<file path="src/design/cies_regs.svh">
`ifndef CIES_REGS_SVH
`define CIES_REGS_SVH

`define CIES_DW 8
`define CIES_PCW 12
`define CIES_STK_DEPTH 8
`define CIES_STK_AW 3
`define CIES_PC_RST 12'h000
`define CIES_BCD_LIMIT 4'h9
`define CIES_BCD_STEP 4'h6

`endif

</file>
<file path="src/design/cies_pkg.sv">
`include "cies_regs.svh"
package cies_pkg;

    typedef enum logic [4:0] {
        OP_NOP = 5'h00, OP_BCD = 5'h01, OP_DEC_M = 5'h02, OP_INC_M = 5'h03,
        OP_DEC_W = 5'h04, OP_INC_W = 5'h05, OP_HALT = 5'h06, OP_JMP = 5'h07,
        OP_MOV_WM = 5'h08, OP_MOV_WI = 5'h09, OP_MOV_MW = 5'h0A, OP_OR_M = 5'h0B,
        OP_OR_I = 5'h0C, OP_ORM = 5'h0D, OP_RET = 5'h0E, OP_RET_I = 5'h0F,
        OP_IRQ_EXIT = 5'h10, OP_RL = 5'h11, OP_RLA = 5'h12, OP_RLC = 5'h13,
        OP_ROT_LEFT_VIA_CY_TO_W = 5'h14, OP_RR = 5'h15, OP_RRA = 5'h16, OP_RRC = 5'h17,
        OP_ROT_RIGHT_VIA_CY_TO_W = 5'h18, OP_SBC_M = 5'h19, OP_SBC_I = 5'h1A, OP_SUB_BORROW_TO_MEM = 5'h1B,
        OP_SDZ = 5'h1C
    } cies_op_e;

    typedef struct packed {
        cies_op_e op;
        logic [`CIES_DW-1:0] arg;
        logic [`CIES_PCW-1:0] target;
    } cies_instr_s;

    typedef struct packed {
        logic c;
        logic ac;
        logic z;
        logic ov;
        logic sc;
        logic cz;
    } cies_flags_s;

    typedef struct packed {
        logic [`CIES_DW-1:0] res;
        cies_flags_s f;
    } cies_alu_s;

    typedef enum logic [5:0] {
        ST_FETCH = 6'h01, ST_DECODE = 6'h02, ST_READ = 6'h04,
        ST_EXEC = 6'h08, ST_DUMMY = 6'h10, ST_HALT = 6'h20
    } cies_state_e;

    typedef struct packed {
        cies_state_e state;
        logic [`CIES_PCW-1:0] pc;
        cies_instr_s ir;
        logic [`CIES_DW-1:0] acc;
        cies_flags_s f;
        logic global_irq_enable;
        logic power_down_flag;
        logic to;
        logic clk_stop;
        logic wdt_clr;
        logic pm_rd;
        logic dm_rd;
        logic dm_wr;
        logic [`CIES_DW-1:0] dm_addr;
        logic [`CIES_DW-1:0] dm_wdata;
        logic wake_s1;
        logic wake_s2;
    } cies_core_s;

    typedef struct packed {
        logic [`CIES_STK_DEPTH-1:0][`CIES_PCW-1:0] mem;
        logic [`CIES_STK_AW-1:0] ptr;
        logic [`CIES_PCW-1:0] rd;
    } cies_stack_s;

endpackage

</file>
<file path="src/design/cies_core.sv">
`timescale 1ns/100ps
`include "cies_regs.svh"
module cies_core (
    // Clock and reset
    input wire logic clk,
    input wire logic rst,
    // Program memory
    output logic [`CIES_PCW-1:0] pm_addr_q,
    output logic pm_rd_q,
    input wire cies_pkg::cies_instr_s pm_instr,
    // Data memory
    output logic [`CIES_DW-1:0] dm_addr_q,
    output logic dm_rd_q,
    output logic dm_wr_q,
    output logic [`CIES_DW-1:0] dm_wdata_q,
    input wire logic [`CIES_DW-1:0] dm_rdata,
    // Call logic pushing return addresses
    input wire logic push_req,
    input wire logic [`CIES_PCW-1:0] push_pc,
    // Watchdog, power and interrupt
    input wire logic wdt_timeout,
    input wire logic wake_pin,
    output logic wdt_clr_q,
    output logic clk_stop_q,
    output logic pdf_q,
    output logic to_q,
    output logic emi_q,
    // Core state
    output logic [`CIES_DW-1:0] work_register_q,
    output cies_pkg::cies_flags_s flags_q
);
    cies_pkg::cies_core_s s_q;
    cies_pkg::cies_core_s s_d;
    cies_pkg::cies_alu_s sub_borrow;
    logic [`CIES_PCW-1:0] stk_rd;
    logic pop;
    logic [`CIES_DW-1:0] opnd;
    logic [`CIES_DW-1:0] adj;
    logic [`CIES_DW:0] bcd_sum;

    // ------------------------------------------------------------
    // Helpers
    // ------------------------------------------------------------
    function automatic logic zero_f(input logic [`CIES_DW-1:0] v);
        return v == `CIES_DW'h00;
    endfunction

    function automatic logic imm_f(input cies_pkg::cies_op_e op);
        return op inside {cies_pkg::OP_MOV_WI, cies_pkg::OP_OR_I, cies_pkg::OP_SBC_I, cies_pkg::OP_RET_I};
    endfunction

    function automatic logic needs_mem_f(input cies_pkg::cies_op_e op);
        return !(imm_f(op) || op inside {cies_pkg::OP_NOP, cies_pkg::OP_BCD, cies_pkg::OP_HALT,
            cies_pkg::OP_JMP, cies_pkg::OP_MOV_MW, cies_pkg::OP_RET, cies_pkg::OP_IRQ_EXIT});
    endfunction

    function automatic cies_pkg::cies_alu_s sbc_f(input logic [`CIES_DW-1:0] a,
                                                   input logic [`CIES_DW-1:0] b,
                                                   input cies_pkg::cies_flags_s f);
        cies_pkg::cies_alu_s o;
        logic [`CIES_DW:0] full;
        logic [4:0] low;
        full = {1'b0, a} - {1'b0, b} - {`CIES_DW'h00, ~f.c};
        low = {1'b0, a[3:0]} - {1'b0, b[3:0]} - {4'h0, ~f.c};
        o.res = full[`CIES_DW-1:0];
        o.f.c = ~full[`CIES_DW];
        o.f.ac = ~low[4];
        o.f.ov = (a[7] ^ b[7]) & (a[7] ^ o.res[7]);
        o.f.z = zero_f(o.res);
        o.f.sc = o.res[7] ^ o.f.ov;
        o.f.cz = o.f.z & f.cz;
        return o;
    endfunction

    cies_stack u_stack (
        .clk(clk),
        .rst(rst),
        .push(push_req),
        .push_data(push_pc),
        .pop(pop),
        .rd_q(stk_rd)
    );

    // ------------------------------------------------------------
    // Sequencer and execution
    // ------------------------------------------------------------
    always_comb begin
        s_d = s_q;
        pop = 1'b0;
        opnd = imm_f(s_q.ir.op) ? s_q.ir.arg : dm_rdata;
        sub_borrow = sbc_f(s_q.acc, opnd, s_q.f);
        adj = {((s_q.acc[7:4] > `CIES_BCD_LIMIT) || s_q.f.c) ? `CIES_BCD_STEP : 4'h0,
               ((s_q.acc[3:0] > `CIES_BCD_LIMIT) || s_q.f.ac) ? `CIES_BCD_STEP : 4'h0};
        bcd_sum = {1'b0, s_q.acc} + {1'b0, adj};
        s_d.wake_s1 = wake_pin;
        s_d.wake_s2 = s_q.wake_s1;
        s_d.pm_rd = 1'b0;
        s_d.dm_rd = 1'b0;
        s_d.dm_wr = 1'b0;
        s_d.wdt_clr = 1'b0;
        if (wdt_timeout) begin
            s_d.to = 1'b1;
        end
        unique case (s_q.state)
            cies_pkg::ST_FETCH: begin
                s_d.state = cies_pkg::ST_DECODE;
            end
            cies_pkg::ST_DECODE: begin
                s_d.ir = pm_instr;
                s_d.pc = s_q.pc + `CIES_PCW'(1);
                s_d.dm_addr = pm_instr.arg;
                s_d.dm_rd = needs_mem_f(pm_instr.op);
                pop = pm_instr.op inside {cies_pkg::OP_RET, cies_pkg::OP_RET_I, cies_pkg::OP_IRQ_EXIT};
                s_d.state = cies_pkg::ST_READ;
            end
            cies_pkg::ST_READ: begin
                s_d.state = cies_pkg::ST_EXEC;
            end
            cies_pkg::ST_EXEC: begin
                s_d.state = cies_pkg::ST_FETCH;
                s_d.pm_rd = 1'b1;
                case (s_q.ir.op)
                    cies_pkg::OP_BCD: begin
                        s_d.dm_wr = 1'b1;
                        s_d.dm_wdata = bcd_sum[`CIES_DW-1:0];
                        s_d.f.c = s_q.f.c | bcd_sum[`CIES_DW];
                    end
                    cies_pkg::OP_DEC_M, cies_pkg::OP_INC_M: begin
                        s_d.dm_wr = 1'b1;
                        s_d.dm_wdata = (s_q.ir.op == cies_pkg::OP_INC_M) ? dm_rdata + `CIES_DW'(1)
                                                                          : dm_rdata - `CIES_DW'(1);
                        s_d.f.z = zero_f(s_d.dm_wdata);
                    end
                    cies_pkg::OP_DEC_W, cies_pkg::OP_INC_W: begin
                        s_d.acc = (s_q.ir.op == cies_pkg::OP_INC_W) ? dm_rdata + `CIES_DW'(1)
                                                                     : dm_rdata - `CIES_DW'(1);
                        s_d.f.z = zero_f(s_d.acc);
                    end
                    cies_pkg::OP_HALT: begin
                        s_d.state = cies_pkg::ST_HALT;
                        s_d.pm_rd = 1'b0;
                        s_d.clk_stop = 1'b1;
                        s_d.wdt_clr = 1'b1;
                        s_d.power_down_flag = 1'b1;
                        s_d.to = 1'b0;
                    end
                    cies_pkg::OP_JMP: begin
                        s_d.pc = s_q.ir.target;
                        s_d.state = cies_pkg::ST_DUMMY;
                        s_d.pm_rd = 1'b0;
                    end
                    cies_pkg::OP_MOV_WM, cies_pkg::OP_MOV_WI: begin
                        s_d.acc = opnd;
                    end
                    cies_pkg::OP_MOV_MW: begin
                        s_d.dm_wr = 1'b1;
                        s_d.dm_wdata = s_q.acc;
                    end
                    cies_pkg::OP_OR_M, cies_pkg::OP_OR_I: begin
                        s_d.acc = s_q.acc | opnd;
                        s_d.f.z = zero_f(s_d.acc);
                    end
                    cies_pkg::OP_ORM: begin
                        s_d.dm_wr = 1'b1;
                        s_d.dm_wdata = s_q.acc | dm_rdata;
                        s_d.f.z = zero_f(s_d.dm_wdata);
                    end
                    cies_pkg::OP_RET, cies_pkg::OP_RET_I, cies_pkg::OP_IRQ_EXIT: begin
                        s_d.pc = stk_rd;
                        s_d.state = cies_pkg::ST_DUMMY;
                        s_d.pm_rd = 1'b0;
                        if (s_q.ir.op == cies_pkg::OP_RET_I) begin
                            s_d.acc = s_q.ir.arg;
                        end
                        if (s_q.ir.op == cies_pkg::OP_IRQ_EXIT) begin
                            s_d.global_irq_enable = 1'b1;
                        end
                    end
                    cies_pkg::OP_RL, cies_pkg::OP_RLA: begin
                        if (s_q.ir.op == cies_pkg::OP_RL) begin
                            s_d.dm_wr = 1'b1;
                            s_d.dm_wdata = {dm_rdata[6:0], dm_rdata[7]};
                        end else begin
                            s_d.acc = {dm_rdata[6:0], dm_rdata[7]};
                        end
                    end
                    cies_pkg::OP_RLC, cies_pkg::OP_ROT_LEFT_VIA_CY_TO_W: begin
                        s_d.f.c = dm_rdata[7];
                        if (s_q.ir.op == cies_pkg::OP_RLC) begin
                            s_d.dm_wr = 1'b1;
                            s_d.dm_wdata = {dm_rdata[6:0], s_q.f.c};
                        end else begin
                            s_d.acc = {dm_rdata[6:0], s_q.f.c};
                        end
                    end
                    cies_pkg::OP_RR, cies_pkg::OP_RRA: begin
                        if (s_q.ir.op == cies_pkg::OP_RR) begin
                            s_d.dm_wr = 1'b1;
                            s_d.dm_wdata = {dm_rdata[0], dm_rdata[7:1]};
                        end else begin
                            s_d.acc = {dm_rdata[0], dm_rdata[7:1]};
                        end
                    end
                    cies_pkg::OP_RRC, cies_pkg::OP_ROT_RIGHT_VIA_CY_TO_W: begin
                        s_d.f.c = dm_rdata[0];
                        if (s_q.ir.op == cies_pkg::OP_RRC) begin
                            s_d.dm_wr = 1'b1;
                            s_d.dm_wdata = {s_q.f.c, dm_rdata[7:1]};
                        end else begin
                            s_d.acc = {s_q.f.c, dm_rdata[7:1]};
                        end
                    end
                    cies_pkg::OP_SBC_M, cies_pkg::OP_SBC_I: begin
                        s_d.acc = sub_borrow.res;
                        s_d.f = sub_borrow.f;
                    end
                    cies_pkg::OP_SUB_BORROW_TO_MEM: begin
                        s_d.dm_wr = 1'b1;
                        s_d.dm_wdata = sub_borrow.res;
                        s_d.f = sub_borrow.f;
                    end
                    cies_pkg::OP_SDZ: begin
                        s_d.dm_wr = 1'b1;
                        s_d.dm_wdata = dm_rdata - `CIES_DW'(1);
                        if (zero_f(s_d.dm_wdata)) begin
                            s_d.pc = s_q.pc + `CIES_PCW'(1);
                        end
                        s_d.state = cies_pkg::ST_DUMMY;
                        s_d.pm_rd = 1'b0;
                    end
                    default: begin
                        s_d.acc = s_q.acc;
                    end
                endcase
            end
            cies_pkg::ST_DUMMY: begin
                s_d.state = cies_pkg::ST_FETCH;
                s_d.pm_rd = 1'b1;
            end
            cies_pkg::ST_HALT: begin
                if (s_q.wake_s2) begin
                    s_d.state = cies_pkg::ST_FETCH;
                    s_d.clk_stop = 1'b0;
                    s_d.pm_rd = 1'b1;
                end
            end
            default: begin
                s_d.state = cies_pkg::ST_FETCH;
                s_d.pm_rd = 1'b1;
            end
        endcase
    end

    always_ff @(posedge clk or posedge rst) begin
        if (rst) begin
            s_q <= '0;
            s_q.state <= cies_pkg::ST_FETCH;
            s_q.pc <= `CIES_PC_RST;
            s_q.pm_rd <= 1'b1;
        end else begin
            s_q <= s_d;
        end
    end

    assign pm_addr_q = s_q.pc;
    assign pm_rd_q = s_q.pm_rd;
    assign dm_addr_q = s_q.dm_addr;
    assign dm_rd_q = s_q.dm_rd;
    assign dm_wr_q = s_q.dm_wr;
    assign dm_wdata_q = s_q.dm_wdata;
    assign wdt_clr_q = s_q.wdt_clr;
    assign clk_stop_q = s_q.clk_stop;
    assign pdf_q = s_q.power_down_flag;
    assign to_q = s_q.to;
    assign emi_q = s_q.global_irq_enable;
    assign work_register_q = s_q.acc;
    assign flags_q = s_q.f;

    logic ex;
    assign ex = s_q.state == cies_pkg::ST_EXEC;
endmodule

</file>
<file path="src/design/cies_stack.sv">
`timescale 1ns/100ps
`include "cies_regs.svh"
module cies_stack (
    // Clock and reset
    input wire logic clk,
    input wire logic rst,
    // Push side
    input wire logic push,
    input wire logic [`CIES_PCW-1:0] push_data,
    // Pop side
    input wire logic pop,
    output logic [`CIES_PCW-1:0] rd_q
);
    cies_pkg::cies_stack_s s_q;
    cies_pkg::cies_stack_s s_d;

    // ------------------------------------------------------------
    // Return-address store, pop wins over a simultaneous push
    // ------------------------------------------------------------
    always_comb begin
        s_d = s_q;
        if (pop) begin
            s_d.ptr = s_q.ptr - `CIES_STK_AW'(1);
            s_d.rd = s_q.mem[s_q.ptr - `CIES_STK_AW'(1)];
        end else if (push) begin
            s_d.mem[s_q.ptr] = push_data;
            s_d.ptr = s_q.ptr + `CIES_STK_AW'(1);
        end
    end

    always_ff @(posedge clk or posedge rst) begin
        if (rst) begin
            s_q <= '0;
        end else begin
            s_q <= s_d;
        end
    end

    assign rd_q = s_q.rd;
endmodule

</file>
<file path="config.mk">
export PLATFORM = sky130hd
export DESIGN_NAME = cies_core
export DESIGN_NICKNAME = d
export VERILOG_FILES = /design/src/design/cies_pkg.sv /design/src/design/cies_core.sv /design/src/design/cies_stack.sv
export VERILOG_INCLUDE_DIRS = /design/src /design/src/design
export SDC_FILE = /design/constraint.sdc
export NUM_CORES = 1
export LEC_CHECK = 0
export ABC_AREA = 1
export BUFFER_PORTS_ARGS = -buffer_cell sky130_fd_sc_hd__clkbuf_2
export CORE_AREA = 2 2 165 167
export DETAILED_ROUTE_END_ITERATION = 10
export DIE_AREA = 0 0 167 169
export SKIP_CTS_REPAIR_TIMING = 1
export SYNTH_ARGS = -nofsm -noshare
export SYNTH_HDL_FRONTEND = slang
export SYNTH_HIERARCHICAL = 1
export SYNTH_SLANG_ARGS = --single-unit
</file>
<file path="constraint.sdc">
create_clock -name clk -period 3.9 [get_ports clk]
set_input_delay 0.39 -clock clk [delete_from_list [all_inputs] [get_ports clk]]
set_output_delay 0.39 -clock clk [all_outputs]
set_load 0.005 [all_outputs]
</file>
==> results.yml <==
outcome:
  status: "completed"
detailed_routing:
  dr.pass1.iters: 5
  routedWlPerCell_um: 18.2
  vias_per_cell: 5.23
  vias: 10720
  remaining_drc_errors: 0
  drt_first_iter_violations: 743
  wl_mm: 37.3
  antenna_left: 0
place:
  io_buffers: 99
  hpwl_mm: 27.6
  place_congestion: 0.934
  dp.cells: 2018
worst_setup_path:
  slowest_stage: "dfrtp_2"
  worstPathBufferInverterCount: 4
  path_class: "reg -> reg"
  cpPeakStageDelay_ns: 0.49
  cpLargestDelayFamily: "simple AND/OR/NAND/NOR gates"
  path_max_fanout: 9
  arrival_ns: 3.80
  rrSetupSlack_ns: 0.43
  r2r_start: "s_q[61]"
  path_cells: "inv_2 > nand3_1 > nand2_1 > nand2_1 > nand2_2 > buf_4 > nand2_1 > o21ai_1 > inv_1 > ha_1 > inv_1 > ha_1 > nand2_1 > nor2_1 > nand2_1 > nand2_1 > nand2_1 > nand2_1 > o21ai_0 > nor2_1 > nand4_1 > nand2_1 > nand2_1"
  cp_data_required_time_ns: 4.24
  end_kind: "flop"
  r2r-end: "dm_wdata_q[7]"
  worst_setup_path_start_kind: "flop"
  worstRegToRegCells: 23
  cpMostUsedCell: "nand2_1"
synthesis:
  yosysUniqueCellTypes: 51
  synthArstFlopShare_pct: 100
  post_synth.cell_area_avg_um2: 7.05
  syn_area_mm2: 0.0118
  synth_common_cells: "nand2_1 (521), inv_1 (216), dfrtp_1 (184)"
  seq_area_frac_synth_pct: 39.5
  ys.warnings.count: 6
  ys.flop_type: "dfrtp_1"
  yosysTopAreaCellShare_pct: 39.0
  syn-num-nets: 1756
  ys_ff_latch: 186
  synth_area_leader_cell: "dfrtp_1"
  synth_area_leaders: "dfrtp_1 (39%), nand2_1 (17%), inv_1 (6.9%), nand3_1 (5.6%), o21ai_0 (4.9%)"
  syn_inst: 1673
  synth_most_common_cell: "nand2_1"
  synth_edf_count: 0
final_layout:
  final_util_pct: 48.2
  seq_area_mm2: 0.00466
  layout.cells.non_filler: 2050
  fillCellCount: 2726
  multi_input_comb_area_mm2: 0.00558
  final_layout_size_suffix_gt1_share_pct: 11.9
  fin_nets: 1779
  num_antenna_cells: 0
  syn_to_final_growth_pct: 8.34
power:
  p_leak_uw: 0.00657
  p_per_area_mw_per_mm2: 885
  peakVddDrop_mv: 0.401
global_routing:
  antenna_found_initial: 2
  grt.total_usage_pct: 26.9
  overflow: 0
  grt_pass1_vias: 10523
  grt_pass1_wl_mm: 58.8
  grt_max_degree: 68
hold_path:
  whs_path_depth: 1
  worstHoldStart: "wake_pin"
  min_path_type: "in -> reg"
  whs_endpoint: "s_d[0]"
sta:
  fin_tns_setup_ns: 0
  fin_crit_sh_pct: 88.9
  drv_slew: 0
  max_freq_mhz: 289
  fin_skew_ns: 0.0200
  setup_violations: 0
  worstMarginPinSlew_ns: 1.03
  rsz0062_at_grt: "false"
  slew_headroom_pct: 31.0
  timing.final.crit_period_ns: 3.47
  finalHoldViolations: 0
floorplanning:
  die_y_um: 169
  rows: 60
  core_area_mm2: 0.0265
  top_level_ports: 100
  initial_core_util_pct: 44.5
  die_w_um: 167
  dieArea_mm2: 0.0282
clock_network:
  cts_buffers: 17
  path_clk_slew_ns: 0.09
  cts_max_level: 4
  clk_path_buf_depth: 2
  cts_tree: "yes"
  clock_sinks: 186
  clock_latency_ns: 0.45
  root_buffer: "clkbuf_16"
job:
  maxCapViolations: 0
registers in the layout, summed over array words and instances, names as in the netlist:
register and flops:
pdf_q 1, pm_addr_q 12, to_q 1, work_register_q 8
s_q 24, pm_rd_q 1, flags_q 6, dm_addr_q 8
s_d 1, dm_wdata_q 8, clk_stop_q 1, dm_rd_q 1
wdt_clr_q 1, u_stack/s_q 99, dm_wr_q 1, u_stack/rd_q 12
emi_q 1
cell usage in the layout (no fill, tap or decap), types with 3 or more instances in the layout:
master | Yosys | routed
xor2_1 | 13 | 13
buf_4 | 65 | 16
nand2_1 | 521 | 520
o211ai_1 | 4 | 4
nand2_2 | 11 | 12
clkbuf_16 | 0 | 17
nor2_1 | 107 | 107
inv_12 | 0 | 4
o21ai_1 | 63 | 63
o22ai_1 | 11 | 11
ha_1 | 30 | 30
nand3_2 | 4 | 4
or2_2 | 3 | 3
o21ai_0 | 115 | 115
a21oi_1 | 37 | 37
a22oi_1 | 8 | 8
fa_1 | 3 | 3
nor3_1 | 16 | 16
nand3b_1 | 3 | 3
nand3_1 | 131 | 131
inv_1 | 216 | 214
o2111ai_1 | 5 | 5
nor2_2 | 4 | 4
inv_8 | 0 | 3
nand4_1 | 16 | 16
clkinv_1 | 3 | 3
inv_2 | 13 | 13
nor4_1 | 4 | 4
dfrtp_1 | 184 | 182
nor2_4 | 8 | 8
o21bai_1 | 3 | 3
clkinv_8 | 0 | 5
clkbuf_2 | 1 | 99
final cells by class:
type                       instances  share of cell area, %
multi-input combinational       1144                   43.7
sequential                       186                   36.4
inverter                         232                   6.84
timing repair buffer             115                   4.81
tap                              341                   3.34
clock buffer                      17                   3.33
clock inverter                    15                   1.59
worst max path at each step:
stage / start / end / slack [ns] / depth (start not counted)
finish: s_q[61] / dm_wdata_q[7] / 0.43 / 23
global placement: s_q[61] / dm_wdata_q[5] / 0.30 / 20
floorplan: rst / u_stack/rd_q[0] / 0.58 / 1
global route: s_q[60] / flags_q[0] / 0.08 / 21
CTS: s_q[61] / dm_wdata_q[5] / 0.23 / 20
detailed placement: s_q[61] / dm_wdata_q[7] / 0.23 / 20
power by group:
group | internal, uW | total, uW | switching, uW
registers | 2770 | 3400 | 624
clock network | 895 | 1850 | 955
logic | 2010 | 6070 | 4060
layer usage:
metal / vias up / routed length [um] / part of all wire [%] / global-route usage [%]
met2: 255 / 18600 / 50 / 47.1
met1: 5089 / 16000 / 43 / 33.5
met4: 4 / 1220 / 3.3 / 10.5
met3: 75 / 1510 / 4.0 / 3.81
li1: 5297 / - / - / -
met5: - / 27 / 0.072 / 0
kinds of logic (layout without fill, tap and decap cells):
group | count (synthesis) | count (layout) | synth area share (%)
and+or+nand+nor | 836 | 836 | 30.3
buffers and inverters | 343 | 379 | 13.3
AOI/OAI and AO/OA | 259 | 259 | 12.0
DFF | 186 | 186 | 39.5
adders and majority gates | 33 | 33 | 3.69
xor gates and xnor gates | 16 | 16 | 1.19
through the flow:
stage	power [uW]	hold slack [ns]	setup slack, ns	instance area (um2)
floorplan	7860	0.331	0.579	11800
detailed placement	9440	0.356	0.230	12100
global route	12300	0.0386	0.0818	12800
global placement	9370	0.363	0.298	12100
CTS	11300	0.0434	0.230	12800
finish	11300	0.0601	0.435	12800
Note: power is estimated with default switching activity, not from simulation.
